File: src/logic/timer8_pkg.sv
// shared constants for the 8-bit timer with two compare channels
package timer8_pkg;
  localparam logic [11:0] off_control_a   = 12'h000;
  localparam logic [11:0] off_control_b   = 12'h004;
  localparam logic [11:0] off_control_c   = 12'h008;
  localparam logic [11:0] off_counter     = 12'h00C;
  localparam logic [11:0] off_compare_a   = 12'h010;
  localparam logic [11:0] off_compare_b   = 12'h014;
  localparam logic [11:0] off_flags       = 12'h018;
  localparam logic [11:0] off_int_enable  = 12'h01C;
  localparam logic [11:0] off_port        = 12'h020;
  localparam int          wave_a_lo       = 0;
  localparam int          action_b_lo     = 4;
  localparam int          action_a_lo     = 6;
  localparam int          wave_b2_bit     = 3;
  localparam int          force_b_bit     = 0;
  localparam int          force_a_bit     = 1;
  localparam int          flag_wrap_bit   = 0;
  localparam int          flag_a_bit      = 1;
  localparam int          flag_b_bit      = 2;
  localparam logic [7:0]  count_max       = 8'hFF;
  localparam logic [7:0]  count_bottom    = 8'h00;
  localparam logic [7:0]  count_one       = 8'h01;
  localparam logic [2:0]  src_stopped     = 3'h0;
  localparam logic [2:0]  src_div1        = 3'h1;
  localparam logic [2:0]  src_div8        = 3'h2;
  localparam logic [2:0]  src_div64       = 3'h3;
  localparam logic [2:0]  src_div256      = 3'h4;
  localparam logic [2:0]  src_div1024     = 3'h5;
  localparam logic [2:0]  src_ext_fall    = 3'h6;
  localparam logic [9:0]  pre_mask8       = 10'h007;
  localparam logic [9:0]  pre_mask64      = 10'h03F;
  localparam logic [9:0]  pre_mask256     = 10'h0FF;
  localparam logic [9:0]  pre_mask1024    = 10'h3FF;
  localparam logic [9:0]  pre_one         = 10'h001;
  localparam logic [1:0]  act_none        = 2'h0;
  localparam logic [1:0]  act_toggle      = 2'h1;
  localparam logic [1:0]  act_clear       = 2'h2;
  localparam logic [1:0]  act_set         = 2'h3;
  localparam logic [2:0]  wm_normal       = 3'h0;
  localparam logic [2:0]  wm_phase_max    = 3'h1;
  localparam logic [2:0]  wm_ctc          = 3'h2;
  localparam logic [2:0]  wm_fast_max     = 3'h3;
  localparam logic [2:0]  wm_phase_ocra   = 3'h5;
  localparam logic [2:0]  wm_fast_ocra    = 3'h7;
endpackage

File: src/logic/compare_chan_if.sv
// per-channel signals between the counter core and a compare channel
interface compare_chan_if;
  logic [7:0] count;
  logic [7:0] compare;
  logic       tick;
  logic       block;
  logic       match;
  modport core (output count, output tick, output block, input compare, input match);
  modport chan (input count, input tick, input block, output compare, output match);
endinterface

File: src/logic/compare_chan.sv
// one compare channel: buffered compare value and its match detector
module compare_chan (
  input  wire logic       pclk,
  input  wire logic       presetn,
  compare_chan_if.chan    cif,
  input  wire logic       wr_en,
  input  wire logic [7:0] wr_data,
  input  wire logic       buffered,
  input  wire logic       load_now,
  output logic      [7:0] buffer_value
);
  logic [7:0] active_q;
  logic [7:0] buffer_q;

  always_ff @(posedge pclk or negedge presetn) begin
    if (!presetn) begin
      buffer_q <= 8'h00;
    end else if (wr_en) begin
      buffer_q <= wr_data;
    end
  end

  // buffered modes move the value only at top, so pulses stay whole
  always_ff @(posedge pclk or negedge presetn) begin
    if (!presetn) begin
      active_q <= 8'h00;
    end else if (!buffered && wr_en) begin
      active_q <= wr_data;
    end else if (buffered && load_now) begin
      active_q <= buffer_q;
    end
  end

  assign cif.compare   = active_q;
  assign cif.match     = (cif.count == active_q) && !cif.block;
  assign buffer_value  = buffered ? buffer_q : active_q;
endmodule

File: src/logic/timer8_counter_compare_output.sv
// 8-bit timer/counter with two compare channels behind an apb slave
// Contract
// - tick source code zero gives no tick; the counter holds
// - software reads and writes the counter at any time
// - a counter write beats clear, increment and decrement
// - each tick steps the count by one up or down, or clears it
// - top raised at the top value, bottom raised at zero
// - mode uses two bits of control a and one of control b
// - wrap flag set at mode-dependent points; interrupt source
// - two comparators match counter against compare a and b
// - match sets its flag one tick later; enabled flag requests interrupt
// - flag clears on service or by writing one to it
// - pulse-width modes load compare from buffer at top only, in fast and phase correct alike
// - normal and ctc modes write compare registers directly
// - force strobe acts like a match on output only, non-pwm
// - counter write blocks matches in the next tick, even stopped
// - output state bits survive waveform mode changes
// - output action unbuffered; force applies it at once
// - reset clears output state bits
// - nonzero action mode overrides port data; direction still gates
// - action zero leaves output state on matches
// - max is ff, bottom zero, top is max or compare a
// - mode two clears counter on compare a match
module timer8_counter_compare_output (
  input  wire logic        pclk,
  input  wire logic        presetn,
  input  wire logic        psel,
  input  wire logic        penable,
  input  wire logic        pwrite,
  input  wire logic [11:0] paddr,
  input  wire logic [31:0] pwdata,
  output logic      [31:0] prdata,
  output logic             pready,
  output logic             pslverr,
  input  wire logic        ext_count_pin,
  input  wire logic        ack_a,
  input  wire logic        ack_b,
  input  wire logic        ack_wrap,
  output logic             irq_a,
  output logic             irq_b,
  output logic             irq_wrap,
  output logic             pin_a_out,
  output logic             pin_a_oe_n,
  output logic             pin_b_out,
  output logic             pin_b_oe_n
);
  typedef enum logic [1:0] {dir_up_type_s = 2'b00, dir_down_type_s = 2'b01} dir_type;

  logic [7:0]  control_a_q;
  logic [7:0]  control_b_q;
  logic [7:0]  counter_q;
  logic [2:0]  flags_q;
  logic [2:0]  int_enable_q;
  logic [3:0]  port_q;
  logic [9:0]  pre_q;
  logic        ext_q;
  logic        ext_edge_q;
  logic        block_q;
  logic        wave_a_q;
  logic        wave_b_q;
  dir_type     dir_q;
  logic        tick;
  logic        wr;
  logic        rd;
  logic        wr_counter;
  logic        wr_force;
  logic [2:0]  mode;
  logic [2:0]  src;
  logic        pwm;
  logic        phase;
  logic        fast;
  logic [7:0]  top_value;
  logic        at_top;
  logic        at_bottom;
  logic        ctc_clear;
  logic        match_a;
  logic        match_b;
  logic [7:0]  buf_a;
  logic [7:0]  buf_b;
  logic [1:0]  act_a;
  logic [1:0]  act_b;
  logic        wrap_set;
  logic        load_now;
  logic [2:0]  hw_set;
  logic [2:0]  sw_clear;
  logic [2:0]  acks;

  compare_chan_if cif_a ();
  compare_chan_if cif_b ();

  assign wr         = psel && penable && pwrite;
  assign rd         = psel && !pwrite;
  assign wr_counter = wr && (paddr == timer8_pkg::off_counter);
  assign wr_force   = wr && (paddr == timer8_pkg::off_control_c) && !pwm;
  assign pready     = 1'b1;
  assign pslverr    = 1'b0;

  // mode field spans control a and control b
  assign mode  = {control_b_q[timer8_pkg::wave_b2_bit],
                  control_a_q[timer8_pkg::wave_a_lo+1 -: 2]};
  assign src   = control_b_q[2:0];
  assign act_a = control_a_q[timer8_pkg::action_a_lo+1 -: 2];
  assign act_b = control_a_q[timer8_pkg::action_b_lo+1 -: 2];
  assign phase = (mode == timer8_pkg::wm_phase_max) || (mode == timer8_pkg::wm_phase_ocra);
  assign fast  = (mode == timer8_pkg::wm_fast_max) || (mode == timer8_pkg::wm_fast_ocra);
  assign pwm   = phase || fast;

  assign top_value = (mode == timer8_pkg::wm_phase_ocra || mode == timer8_pkg::wm_fast_ocra
                      || mode == timer8_pkg::wm_ctc) ? cif_a.compare
                                                     : timer8_pkg::count_max;
  assign at_top    = (counter_q == top_value);
  assign at_bottom = (counter_q == timer8_pkg::count_bottom);
  assign ctc_clear = (mode == timer8_pkg::wm_ctc) && match_a;

  // prescaler runs free; stopping the source freezes only the tick
  always_ff @(posedge pclk or negedge presetn) begin
    if (!presetn) begin
      pre_q <= 10'h000;
    end else begin
      pre_q <= pre_q + timer8_pkg::pre_one;
    end
  end

  always_ff @(posedge pclk or negedge presetn) begin
    if (!presetn) begin
      ext_q      <= 1'b0;
      ext_edge_q <= 1'b0;
    end else begin
      ext_q      <= ext_count_pin;
      ext_edge_q <= ext_q;
    end
  end

  always_comb begin
    if (src == timer8_pkg::src_stopped) begin
      tick = 1'b0;
    end else if (src == timer8_pkg::src_div1) begin
      tick = 1'b1;
    end else if (src == timer8_pkg::src_div8) begin
      tick = (pre_q & timer8_pkg::pre_mask8) == timer8_pkg::pre_mask8;
    end else if (src == timer8_pkg::src_div64) begin
      tick = (pre_q & timer8_pkg::pre_mask64) == timer8_pkg::pre_mask64;
    end else if (src == timer8_pkg::src_div256) begin
      tick = (pre_q & timer8_pkg::pre_mask256) == timer8_pkg::pre_mask256;
    end else if (src == timer8_pkg::src_div1024) begin
      tick = pre_q == timer8_pkg::pre_mask1024;
    end else if (src == timer8_pkg::src_ext_fall) begin
      tick = ext_edge_q && !ext_q;
    end else begin
      tick = ext_q && !ext_edge_q;
    end
  end

  // direction only turns in the phase correct modes
  always_ff @(posedge pclk or negedge presetn) begin
    if (!presetn) begin
      dir_q <= dir_up_type_s;
    end else if (!phase) begin
      dir_q <= dir_up_type_s;
    end else if (tick && at_top) begin
      dir_q <= dir_down_type_s;
    end else if (tick && at_bottom) begin
      dir_q <= dir_up_type_s;
    end
  end

  always_ff @(posedge pclk or negedge presetn) begin
    if (!presetn) begin
      counter_q <= 8'h00;
    end else if (wr_counter) begin
      counter_q <= pwdata[7:0];
    end else if (tick) begin
      if (ctc_clear || (fast && at_top)) begin
        counter_q <= timer8_pkg::count_bottom;
      end else if (phase && ((dir_q == dir_down_type_s && !at_bottom) || at_top)) begin
        counter_q <= counter_q - timer8_pkg::count_one;
      end else begin
        counter_q <= counter_q + timer8_pkg::count_one;
      end
    end
  end

  // a write arms the block; it covers the next tick and then lapses
  always_ff @(posedge pclk or negedge presetn) begin
    if (!presetn) begin
      block_q <= 1'b0;
    end else if (wr_counter) begin
      block_q <= 1'b1;
    end else if (tick) begin
      block_q <= 1'b0;
    end
  end

  assign cif_a.count = counter_q;
  assign cif_a.tick  = tick;
  assign cif_a.block = block_q;
  assign cif_b.count = counter_q;
  assign cif_b.tick  = tick;
  assign cif_b.block = block_q;
  assign match_a     = cif_a.match;
  assign match_b     = cif_b.match;
  assign load_now    = tick && (fast ? at_top : (phase && at_top));

  compare_chan u_chan_a (
    .pclk         (pclk),
    .presetn      (presetn),
    .cif          (cif_a),
    .wr_en        (wr && (paddr == timer8_pkg::off_compare_a)),
    .wr_data      (pwdata[7:0]),
    .buffered     (pwm),
    .load_now     (load_now),
    .buffer_value (buf_a)
  );

  compare_chan u_chan_b (
    .pclk         (pclk),
    .presetn      (presetn),
    .cif          (cif_b),
    .wr_en        (wr && (paddr == timer8_pkg::off_compare_b)),
    .wr_data      (pwdata[7:0]),
    .buffered     (pwm),
    .load_now     (load_now),
    .buffer_value (buf_b)
  );

  // wrap at max to zero in normal and ctc, at top in fast, at bottom in phase
  assign wrap_set = tick && (fast ? at_top
                   : phase ? (at_bottom && dir_q == dir_down_type_s)
                   : (counter_q == timer8_pkg::count_max) && !ctc_clear);

  assign hw_set   = {tick && match_b, tick && match_a, wrap_set};
  assign sw_clear = (wr && paddr == timer8_pkg::off_flags) ? pwdata[2:0] : 3'h0;
  assign acks     = {ack_b, ack_a, ack_wrap};

  always_ff @(posedge pclk or negedge presetn) begin
    if (!presetn) begin
      flags_q <= 3'h0;
    end else begin
      flags_q <= hw_set | (flags_q & ~(sw_clear | acks));
    end
  end

  assign irq_wrap = flags_q[timer8_pkg::flag_wrap_bit] && int_enable_q[timer8_pkg::flag_wrap_bit];
  assign irq_a    = flags_q[timer8_pkg::flag_a_bit] && int_enable_q[timer8_pkg::flag_a_bit];
  assign irq_b    = flags_q[timer8_pkg::flag_b_bit] && int_enable_q[timer8_pkg::flag_b_bit];

  function automatic logic wave_next(input logic cur, input logic [1:0] act,
                                     input logic pwm_mode, input logic at_bot);
    if (act == timer8_pkg::act_none) begin
      wave_next = cur;
    end else if (!pwm_mode) begin
      wave_next = (act == timer8_pkg::act_toggle) ? !cur : (act == timer8_pkg::act_set);
    end else if (act == timer8_pkg::act_toggle) begin
      wave_next = !cur;
    end else begin
      wave_next = at_bot ? (act == timer8_pkg::act_clear) : (act == timer8_pkg::act_set);
    end
  endfunction

  // output state is never touched by a mode change, only by events
  always_ff @(posedge pclk or negedge presetn) begin
    if (!presetn) begin
      wave_a_q <= 1'b0;
    end else if (wr_force && pwdata[timer8_pkg::force_a_bit]) begin
      wave_a_q <= wave_next(wave_a_q, act_a, 1'b0, 1'b0);
    end else if (tick && match_a) begin
      wave_a_q <= wave_next(wave_a_q, act_a, pwm, 1'b0);
    end else if (tick && fast && at_top && act_a[1]) begin
      wave_a_q <= wave_next(wave_a_q, act_a, 1'b1, 1'b1);
    end
  end

  always_ff @(posedge pclk or negedge presetn) begin
    if (!presetn) begin
      wave_b_q <= 1'b0;
    end else if (wr_force && pwdata[timer8_pkg::force_b_bit]) begin
      wave_b_q <= wave_next(wave_b_q, act_b, 1'b0, 1'b0);
    end else if (tick && match_b) begin
      wave_b_q <= wave_next(wave_b_q, act_b, pwm, 1'b0);
    end else if (tick && fast && at_top && act_b[1]) begin
      wave_b_q <= wave_next(wave_b_q, act_b, 1'b1, 1'b1);
    end
  end

  // port bits: [0] data a, [1] direction a, [2] data b, [3] direction b
  assign pin_a_out  = (act_a != timer8_pkg::act_none) ? wave_a_q : port_q[0];
  assign pin_a_oe_n = !port_q[1];
  assign pin_b_out  = (act_b != timer8_pkg::act_none) ? wave_b_q : port_q[2];
  assign pin_b_oe_n = !port_q[3];

  always_ff @(posedge pclk or negedge presetn) begin
    if (!presetn) begin
      control_a_q  <= 8'h00;
      control_b_q  <= 8'h00;
      int_enable_q <= 3'h0;
      port_q       <= 4'h0;
    end else if (wr) begin
      if (paddr == timer8_pkg::off_control_a) begin
        control_a_q <= pwdata[7:0];
      end else if (paddr == timer8_pkg::off_control_b) begin
        control_b_q <= pwdata[7:0] & 8'h0F;
      end else if (paddr == timer8_pkg::off_int_enable) begin
        int_enable_q <= pwdata[2:0];
      end else if (paddr == timer8_pkg::off_port) begin
        port_q <= pwdata[3:0];
      end
    end
  end

  always_ff @(posedge pclk or negedge presetn) begin
    if (!presetn) begin
      prdata <= 32'h00000000;
    end else if (rd && !penable) begin
      if (paddr == timer8_pkg::off_control_a) begin
        prdata <= {24'h000000, control_a_q};
      end else if (paddr == timer8_pkg::off_control_b) begin
        prdata <= {24'h000000, control_b_q};
      end else if (paddr == timer8_pkg::off_counter) begin
        prdata <= {24'h000000, counter_q};
      end else if (paddr == timer8_pkg::off_compare_a) begin
        prdata <= {24'h000000, buf_a};
      end else if (paddr == timer8_pkg::off_compare_b) begin
        prdata <= {24'h000000, buf_b};
      end else if (paddr == timer8_pkg::off_flags) begin
        prdata <= {29'h00000000, flags_q};
      end else if (paddr == timer8_pkg::off_int_enable) begin
        prdata <= {29'h00000000, int_enable_q};
      end else if (paddr == timer8_pkg::off_port) begin
        prdata <= {28'h0000000, port_q};
      end else begin
        prdata <= 32'h00000000;
      end
    end
  end
endmodule

File: config.mk
export PLATFORM = sky130hd
export DESIGN_NAME = timer8_counter_compare_output
export DESIGN_NICKNAME = d
export VERILOG_FILES = /design/src/logic/timer8_pkg.sv /design/src/logic/compare_chan_if.sv /design/src/logic/compare_chan.sv /design/src/logic/timer8_counter_compare_output.sv
export SDC_FILE = /design/constraint.sdc
export NUM_CORES = 1
export LEC_CHECK = 0
export ABC_AREA = 1
export BUFFER_PORTS_ARGS = -buffer_cell sky130_fd_sc_hd__buf_4
export CAP_MARGIN = 30
export CORE_MARGIN = 2
export CORE_UTILIZATION = 35
export CTS_CLUSTER_SIZE = 24
export DETAILED_ROUTE_END_ITERATION = 7
export GPL_TIMING_DRIVEN = 0
export SETUP_SLACK_MARGIN = 0.02
export SKIP_CTS_REPAIR_TIMING = 1
export SYNTH_ARGS = -nofsm -noshare
export SYNTH_HDL_FRONTEND = slang
export SYNTH_HIERARCHICAL = 1
export SYNTH_SLANG_ARGS = --single-unit
File: constraint.sdc
create_clock -name pclk -period 2.7 [get_ports pclk]
set_clock_uncertainty 0.1 [all_clocks]
set_input_delay 0.81 -clock pclk [delete_from_list [all_inputs] [get_ports pclk]]
set_output_delay 0.81 -clock pclk [all_outputs]
set_load 0.005 [all_outputs]
==> results of run 1 <==
layer usage:
metal	part of all wire	vias to the layer above	track usage	wire length, um
li1	-	2654	-	-
met1	0.47	2453	0.266	7480
met2	0.47	143	0.305	7450
met3	0.042	20	0.0366	672
met4	0.016	0	0.0563	248
met5	0	-	0	0
worst max-delay path by stage:
stage                               start                                  end  slack, ns
2_1_floorplan  control_a_q[0]$_DFFE_PN0P_           cif_a.count[6]$_DFFE_PN0P_     -0.001
3_3_place_gp                         psel  u_chan_a/cif.compare[0]$_DFFE_PN0P_      -0.72
3_5_place_dp                         psel  u_chan_a/cif.compare[0]$_DFFE_PN0P_      -0.68
4_1_cts        control_a_q[0]$_DFFE_PN0P_           cif_a.count[6]$_DFFE_PN0P_      -0.44
5_1_grt        control_a_q[0]$_DFFE_PN0P_           cif_a.count[6]$_DFFE_PN0P_      -0.35
6_report       control_a_q[0]$_DFFE_PN0P_           cif_a.count[5]$_DFFE_PN0P_      -0.13
layout make-up:
type	count	share of cell area
Multi-Input combinational cell	559	0.429
Clock buffer	9	0.0319
Timing Repair Buffer	59	0.0690
Tap cell	216	0.0383
Buffer	40	0.0417
Inverter	124	0.0689
Sequential cell	86	0.306
Clock inverter	7	0.0149
worst max-delay path, cell delays in order, from the launching register on:
cell and delay (ns):
dfrtp_2 0.46, nand2_1 0.13, nand2_4 0.09, buf_6 0.14, nand2_1 0.05, nand2_1 0.04
nand2_1 0.08, nand2_1 0.06, nor2_2 0.12, nand2_2 0.11, nand2_4 0.12, nand2_8 0.08
clkinv_8 0.09, ha_4 0.21, a21oi_2 0.15, nand2_2 0.08, nand2_2 0.09, nand2_2 0.05
a21oi_2 0.16, xor2_1 0.15, o221ai_1 0.12
power by group:
| part | leakage [nW] | internal, mW | switching [mW] | total (mW) |
|---|---|---|---|---|
| Sequential | 1.04 | 1.29 | 0.00648 | 1.30 |
| Clock | 0.159 | 0.826 | 0.560 | 1.39 |
| Combinational | 2.20 | 0.0662 | 0.0985 | 0.165 |
| Total | 3.40 | 2.18 | 0.665 | 2.85 |
sequential cells by signal (all words and copies together), names as in the netlist, 3 cells and up:
| signal | count |
|---|---|
| u_chan_b/cif.compare | 8 |
| u_chan_a/buffer_q | 8 |
| pre_q | 10 |
| cif_a.count | 8 |
| prdata | 8 |
| control_a_q | 8 |
| flags_q | 3 |
| control_b_q | 4 |
| port_q | 4 |
| int_enable_q | 3 |
| u_chan_b/buffer_q | 8 |
| u_chan_a/cif.compare | 8 |
layout by cell type (no fill, tap or decap), types with 5 or more instances in the layout:
master,synthesis,layout
a21oi_1,15,10
a21oi_2,0,5
buf_4,30,84
clkbuf_1,6,6
clkbuf_16,0,9
conb_1,2,26
dfrtp_1,86,82
ha_4,0,5
inv_1,115,112
inv_2,7,8
nand2_1,226,220
nand2_2,18,22
nand2_4,6,7
nand3_1,49,41
nand3_2,1,8
nor2_1,47,44
nor3_1,9,7
o2111ai_1,5,5
o21ai_0,83,81
o21ai_2,12,13
o221ai_1,5,5
xor2_1,11,11
cells by family (layout without fill, tap and decap cells):
group           Yosys count  in the layout  synth area share
flops                    86             86             0.384
other cells               2             26           0.00134
buf+inv                 164            239             0.136
compound gates          134            134             0.140
simple gates            375            375             0.294
fa+ha+maj                 9              9            0.0214
xor+xnor                 15             15            0.0234
==> run metrics, run 1 <==
Pwr Density=404 mW/mm2; 1st-iter DRT viols=436; n_diodes=0; fin area=0.00705 mm2; TNS Setup=-0.487 ns; FF/Latch Area=0.00216 mm2; largest net degree at the start of global routing=69; Routed Antenna Nets=0; drt drc=0; Multi-input gate area=0.00303 mm2; number of global-route vias before repair=4918; CP endpoint kind=flip-flop; dominant cells by area after synthesis=dfrtp_1 (38%), nand2_1 (15%), inv_1 (7.7%); Worst R2R Path Depth=20; DR pass1 iterations=5; Worst Path Max Fanout=7; flop-to-flop setup slack=-0.13 ns; Finish-stage setup viols=5; initial antenna violation count=0; Longest Clk Path Bufs=2; CTS tree=done; Die Span X=131 um; via count=5270; Filler cells=1622; RD Place Congestion=0.889; Initial Util=0.355; share of cells above drive strength 1=0.230; H-tree depth=3; total power=2.85 mW; worst slack, placed=-0.676 ns; final net count=941; post-layout min period=2.83 ns; worst hold margin=0.245 ns; final cell count without fillers=1100; Final Util=0.447; #FFs+latches synth=86; leakage=3.40 nW; Critical Path AT=2.93 ns; Post-synth ARST share=1.00; Reg-to-Reg End=cif_a.count[5]$_DFFE_PN0P_; Synth area leader=dfrtp_1; YS warnings=6; status=finished, violations left; CP Data Required Time=2.79 ns; Max-slew headroom=0.440; crit path launch type=flip-flop; Post-synth EDFFs=0; synthesized area=0.00560 mm2; DIE HEIGHT=131 um; Num CTS Buffers=9; Mapped Cells=785; Worst-path clk slew=0.06 ns; final WL=15800 um; placed standard-cell area=0.00631 mm2; library cells used by synthesis=41; total gr overflow=0; CTS root buffer=clkbuf_16; number of max-cap violations=0; Area Overhead vs Synth=25.8%; failing checks=setup timing; Slew Limit Fails=0; DR WL/cell=14.4 um; core area=0.0158 mm2; Skew-Pair Late Insertion Delay=0.35 ns; most frequent cell after synthesis=nand2_1; worst-margin pin slew=0.834 ns; DR vias/cell=4.79; Post-Place Cells=1069; RSZ-0062 raised after global routing=true; HP Class=in2async; first-pass GRT wire length=25100 um; worst vdd ir=0.277 mV; Reg2Reg Launch Point=control_a_q[0]$_DFFE_PN0P_; row count=46; post-synthesis sequential area ratio=0.384; I/O Pins=94; smallest setup slack after layout=-0.134 ns; hpwl dp=11700 um; Hold Violations, Final=0; Primary FF master, synth=dfrtp_1; post-synth top area share=0.384; Total GRT Usage=0.191; top cells by count, synth=nand2_1 (226), inv_1 (115), dfrtp_1 (86); Setup Crit Path Kind=reg2reg; Clock Sinks=86; fin crit share=1.05; PortBufs=43; syn avg cell area=7.14 um2; Fmax=0.353 GHz; area of the die=0.0170 mm2
No activity file was read; power rests on OpenSTA's default activity.
==> run 2: changes to the inputs <==
Settings changed: BUFFER_PORTS_ARGS -buffer_cell sky130_fd_sc_hd__buf_4 to -buffer_cell sky130_fd_sc_hd__buf_2, SYNTH_HIERARCHICAL 1 to not set.
==> run metrics, run 2 <==
status=finished, final reports clean; RSZ-0062 raised after global routing=true; Initial Util=0.354; Skew-Pair Late Insertion Delay=0.35 ns; DRT met1 WL=7610 um; most used cell, CP=nand2_2; slowest stage cell, crit path=dfrtp_2; CP Cell Sequence=inv_2, nand2_2, nand2_2, nor2_2, nand3_2, nor2_2, nand2_2, nand2_4, nand2_4, inv_8, ha_4, a21o_1, nand2_2, nand3_2, nand2_2, nand2_2, a21oi_2, inv_1, nand3_1, nand3_1, nand2_1; total power=2.74 mW; Worst R2R Path Depth=21; 1st-iter DRT viols=463; share of cells above drive strength 1=0.230; DR pass1 iterations=5; combinational group share of total power=0.066; Reg2Reg Launch Point=cif_a.count[5]$_DFFE_PN0P_; PortBufs=42; Clock Power Share=0.456; Post-synth ARST share=1.00; I/O Pins=94; Clock Sinks=86; Psw=0.727 mW; Num CTS Buffers=9; final net count=891; DR WL/cell=16.2 um; Post-Place Cells=979; met2 routed WL=7440 um; flop-to-flop setup slack=0.04 ns; crit path launch type=flip-flop; worst-margin pin slew=0.604 ns; Area Overhead vs Synth=23.4%; post-synthesis sequential area ratio=0.403; CTS root buffer=clkbuf_16; dominant cells by area after synthesis=dfrtp_1 (40%), nand2_1 (13%), inv_1 (6.7%); top cells by count, synth=nand2_1 (187), inv_1 (96), dfrtp_1 (86); largest net degree at the start of global routing=57; Largest register FFs=10; CP Data Required Time=2.90 ns; Routed Antenna Nets=0; Cell Int Power=2.02 mW; Hold Violations, Final=0; Fmax=0.376 GHz; final cell count without fillers=1022; H-tree depth=3; Top delay family on crit path=simple AND/OR/NAND/NOR gates; RD Place Congestion=0.928; #FFs+latches synth=86; Worst Path Max Fanout=7; worst path bufs/invs=3; Critical Path AT=2.86 ns; fin crit share=0.986; Largest Register=pre_q; total gr overflow=0; post-synth top area share=0.403; Finish-stage setup viols=0; syn avg cell area=7.38 um2; CP peak stage delay=0.44 ns; CTS tree=done; Synth area leader=dfrtp_1; Mapped Cells=724; commonest non-fill, non-tap cells in the layout=nand2_1 (174), inv_1 (91), dfrtp_1 (79); library cells used by synthesis=49; most frequent cell after synthesis=nand2_1; Reg-to-Reg End=cif_a.count[7]$_DFFE_PN0P_; hpwl dp=12200 um; switch share=0.265; Slew Limit Fails=0; DR vias/cell=5.00; initial antenna violation count=0; Pwr Density=416 mW/mm2; first-pass GRT wire length=24900 um; row count=45; commonest non-fill, non-tap cell in the layout=nand2_1; core area=0.0151 mm2; Max-slew headroom=0.597; DR WL met3=1050 um; HP Class=in2async; Total GRT Usage=0.201; sequential power share=0.477; DIE HEIGHT=128 um; CP endpoint kind=flip-flop; final WL=16500 um; YS warnings=0; Setup Crit Path Kind=reg2reg; Post-synth EDFFs=0; Longest Clk Path Bufs=2; area of the die=0.0163 mm2; Final Util=0.437; n_diodes=0; leakage=3.41 nW; uppermost layer routed=met4; worst vdd ir=0.300 mV; number of global-route vias before repair=4558; Primary FF master, synth=dfrtp_1; via count=5114; Die Span X=128 um; number of max-cap violations=0; synthesized area=0.00535 mm2; Worst-path clk slew=0.07 ns; drt drc=0; post-layout min period=2.66 ns
-- run 2: power groups by stage --
stage | registers (mW) | clock network (mW) | logic, mW
after detailed placement | 1.33 | 0 | 0.176
final | 1.31 | 1.25 | 0.182
after floorplan | 1.33 | 0 | 0.0858
after CTS | 1.31 | 1.27 | 0.176
after global placement | 1.33 | 0 | 0.170
after global routing | 1.31 | 1.33 | 0.204
-- run 2: area by class of cell --
class / instances / area [um2]
multi-input cells: 519 / 2760
inverters: 104 / 412
fillers: 1555 / 8500
repair buffers: 70 / 459
flip-flops and latches: 86 / 2160
plain buffers: 39 / 275
well taps: 188 / 235
clock buffers: 9 / 225
clock inverters: 7 / 63.8
-- run 2: cell families (layout without fill, tap and decap cells) --
group	Yosys count	after routing	synth area share
simple gates	327	327	0.271
compound gates	144	144	0.157
buf+inv	143	229	0.124
flops	86	86	0.403
xor+xnor	12	12	0.0197
fa+ha+maj	9	9	0.0225
other cells	2	26	0.00141
mux	1	1	0.00187
-- run 2: how the worst max path moves through the flow --
stage	slack, ns	cells past startpoint	to	start
final	0.04	21	cif_a.count[7]$_DFFE_PN0P_	cif_a.count[5]$_DFFE_PN0P_
after global routing	-0.15	21	cif_a.count[7]$_DFFE_PN0P_	cif_a.count[5]$_DFFE_PN0P_
after CTS	-0.49	20	cif_a.count[7]$_DFFE_PN0P_	cif_a.count[3]$_DFFE_PN0P_
after detailed placement	-0.45	20	cif_a.count[7]$_DFFE_PN0P_	cif_a.count[3]$_DFFE_PN0P_
after global placement	-0.40	20	cif_a.count[7]$_DFFE_PN0P_	cif_a.count[0]$_DFFE_PN0P_
after floorplan	0.08	19	cif_a.count[7]$_DFFE_PN0P_	cif_a.count[3]$_DFFE_PN0P_
-- run 2: worst reg2reg max path, stage by stage, from the launching register on --
cell     delay (ns)
dfrtp_2        0.44
inv_2          0.08
nand2_2        0.07
nand2_2        0.07
nor2_2         0.14
nand3_2        0.09
nor2_2         0.12
nand2_2        0.08
nand2_4        0.08
nand2_4        0.07
inv_8          0.10
ha_4           0.22
a21o_1         0.20
nand2_2        0.08
nand3_2        0.08
nand2_2        0.09
nand2_2        0.06
a21oi_2        0.16
inv_1          0.05
nand3_1        0.06
nand3_1        0.07
nand2_1        0.07
-- run 2: per-stage QoR --
| step | TNS (ns) | hold slack [ns] | instance area (um2) | setup WS (ns) |
|---|---|---|---|---|
| 2_1_floorplan | 0 | 0.266 | 5440 | 0.0830 |
| 3_3_place_gp | -11.96 | 0.292 | 5880 | -0.403 |
| 3_5_place_dp | -1.16 | 0.293 | 5910 | -0.449 |
| 4_1_cts | -1.37 | 0.309 | 6200 | -0.493 |
| 5_1_grt | -0.222 | 0.328 | 6590 | -0.148 |
| 6_report | 0 | 0.297 | 6590 | 0.0379 |
-- run 2: metal layers --
layer  GRT usage  up-vias
li1            -     2538
met1       0.283     2364
met2       0.306      185
met3      0.0364       27
met4      0.0795        0
met5           0        -
==> run 3: changes to the inputs <==
Settings changed: CTS_BUF_LIST set to sky130_fd_sc_hd__clkbuf_8.
==> run metrics, run 3 (synthesis gave the netlist of run 2 again) <==
GR peak layer=met2; number of global-route vias before repair=4537; commonest non-fill, non-tap cell in the layout=nand2_1; Routed Antenna Nets=0; Skew-Pair Late Insertion Delay=0.39 ns; DR vias/cell=4.99; Die Span X=128 um; total power=2.42 mW; via count=5114; core area=0.0151 mm2; Num CTS Buffers=9; fin crit share=0.968; share of cells above drive strength 1=0.234; met2 Usage GRT=0.302; first-pass GRT wire length=24900 um; number of max-cap violations=0; fin area=0.00651 mm2; n_diodes=0; RSZ-0062 raised after global routing=true; Max-slew headroom=0.601; CP endpoint kind=flip-flop; hpwl dp=12200 um; final WL=16400 um; worst hold margin=0.258 ns; smallest setup slack after layout=0.0852 ns; largest net degree at the start of global routing=57; worst slack, placed=-0.449 ns; crit path launch type=flip-flop; status=finished, final reports clean; drt drc=0; placed standard-cell area=0.00591 mm2; Slew Limit Fails=0; Worst-path clk slew=0.10 ns; RD Place Congestion=0.928; Longest Clk Path Bufs=2; initial antenna violation count=0; Post-Place Cells=979; met3 Resource Use GR=0.0322; total gr overflow=0; final cell count without fillers=1025; post-layout min period=2.61 ns; DR WL/cell=16.0 um; commonest non-fill, non-tap cells in the layout=nand2_1 (177), inv_1 (90), dfrtp_1 (78); 1st-iter DRT viols=545; PortBufs=42; Pwr Density=371 mW/mm2; row count=45; Worst Path Max Fanout=7; Finish-stage setup viols=0; DR pass1 iterations=5; Area Overhead vs Synth=21.8%; CTS root buffer=clkbuf_8; Initial Util=0.354; H-tree depth=3; Largest Register=pre_q; area of the die=0.0163 mm2; CP Data Required Time=2.93 ns; worst-margin pin slew=0.599 ns; Critical Path AT=2.85 ns; I/O Pins=94; Hold Violations, Final=0; CTS tree=done; met1 Use GR=0.285; Largest register FFs=10; Clock Sinks=86; leakage=3.38 nW; Fmax=0.382 GHz; DIE HEIGHT=128 um; Total GRT Usage=0.200; Setup Crit Path Kind=reg2reg; final net count=894; worst vdd ir=0.206 mV; HP Class=in2async
[run 3: cell types whose count changed in the layout (fill, tap and decap cells not counted), sizes merged]
cell	change
buf	+3
[run 3: where the power goes]
part | leakage, nW | total (mW) | internal [mW] | switching, mW
registers | 1.14 | 1.31 | 1.30 | 0.0107
clock network | 0.0907 | 0.925 | 0.357 | 0.568
logic | 2.15 | 0.182 | 0.0710 | 0.111
total | 3.38 | 2.42 | 1.73 | 0.690
[run 3: final timing paths]
path	startpoint	to	slack [ns]	cells after the start
worst max-delay path	cif_a.count[0]$_DFFE_PN0P_	cif_a.count[7]$_DFFE_PN0P_	0.09	20
worst min-delay path	presetn	u_chan_a.cif.compare[7]$_DFFE_PN0P_	0.26	1
worst max register to register	cif_a.count[0]$_DFFE_PN0P_	cif_a.count[7]$_DFFE_PN0P_	0.09	20
worst min register to register	ext_q$_DFF_PN0_	ext_edge_q$_DFF_PN0_	0.31	0
max in group asynchronous	presetn	control_a_q[1]$_DFFE_PN0P_	1.61	2
min in group pclk	ext_q$_DFF_PN0_	ext_edge_q$_DFF_PN0_	0.31	0
[run 3: final cells by class]
type	count	area (um2)
plain buffers	39	275
clock buffers	9	124
clock inverters	7	63.8
fillers	1560	8580
inverters	104	412
multi-input cells	519	2770
flip-flops and latches	86	2160
well taps	188	235
repair buffers	73	465
[run 3: routing by layer]
metal,vias up,wire length [um]
li1,2548,-
met1,2339,7510
met2,197,7330
met3,30,1180
met4,0,423
met5,-,0
[run 3: worst max-delay path: stages (launching register included)]
cell     delay, ns
dfrtp_2       0.51
nand2_1       0.11
nand3_2       0.10
nor2_4        0.15
nand2_1       0.08
nand2_2       0.06
nand2_2       0.07
nand2_4       0.08
nand2_4       0.07
inv_8         0.10
ha_4          0.21
a21o_1        0.20
nand2_2       0.08
nand3_2       0.07
nand2_2       0.09
nand2_2       0.05
a21oi_2       0.16
inv_1         0.06
nand3_1       0.06
nand3_1       0.07
nand2_1       0.07
[run 3: per-stage QoR]
step	utilization	TNS (ns)
floorplan	-	0
global placement	0.390	-11.96
detailed placement	0.392	-1.16
CTS	0.404	-1.26
global route	0.431	-0.0956
finish	0.431	0
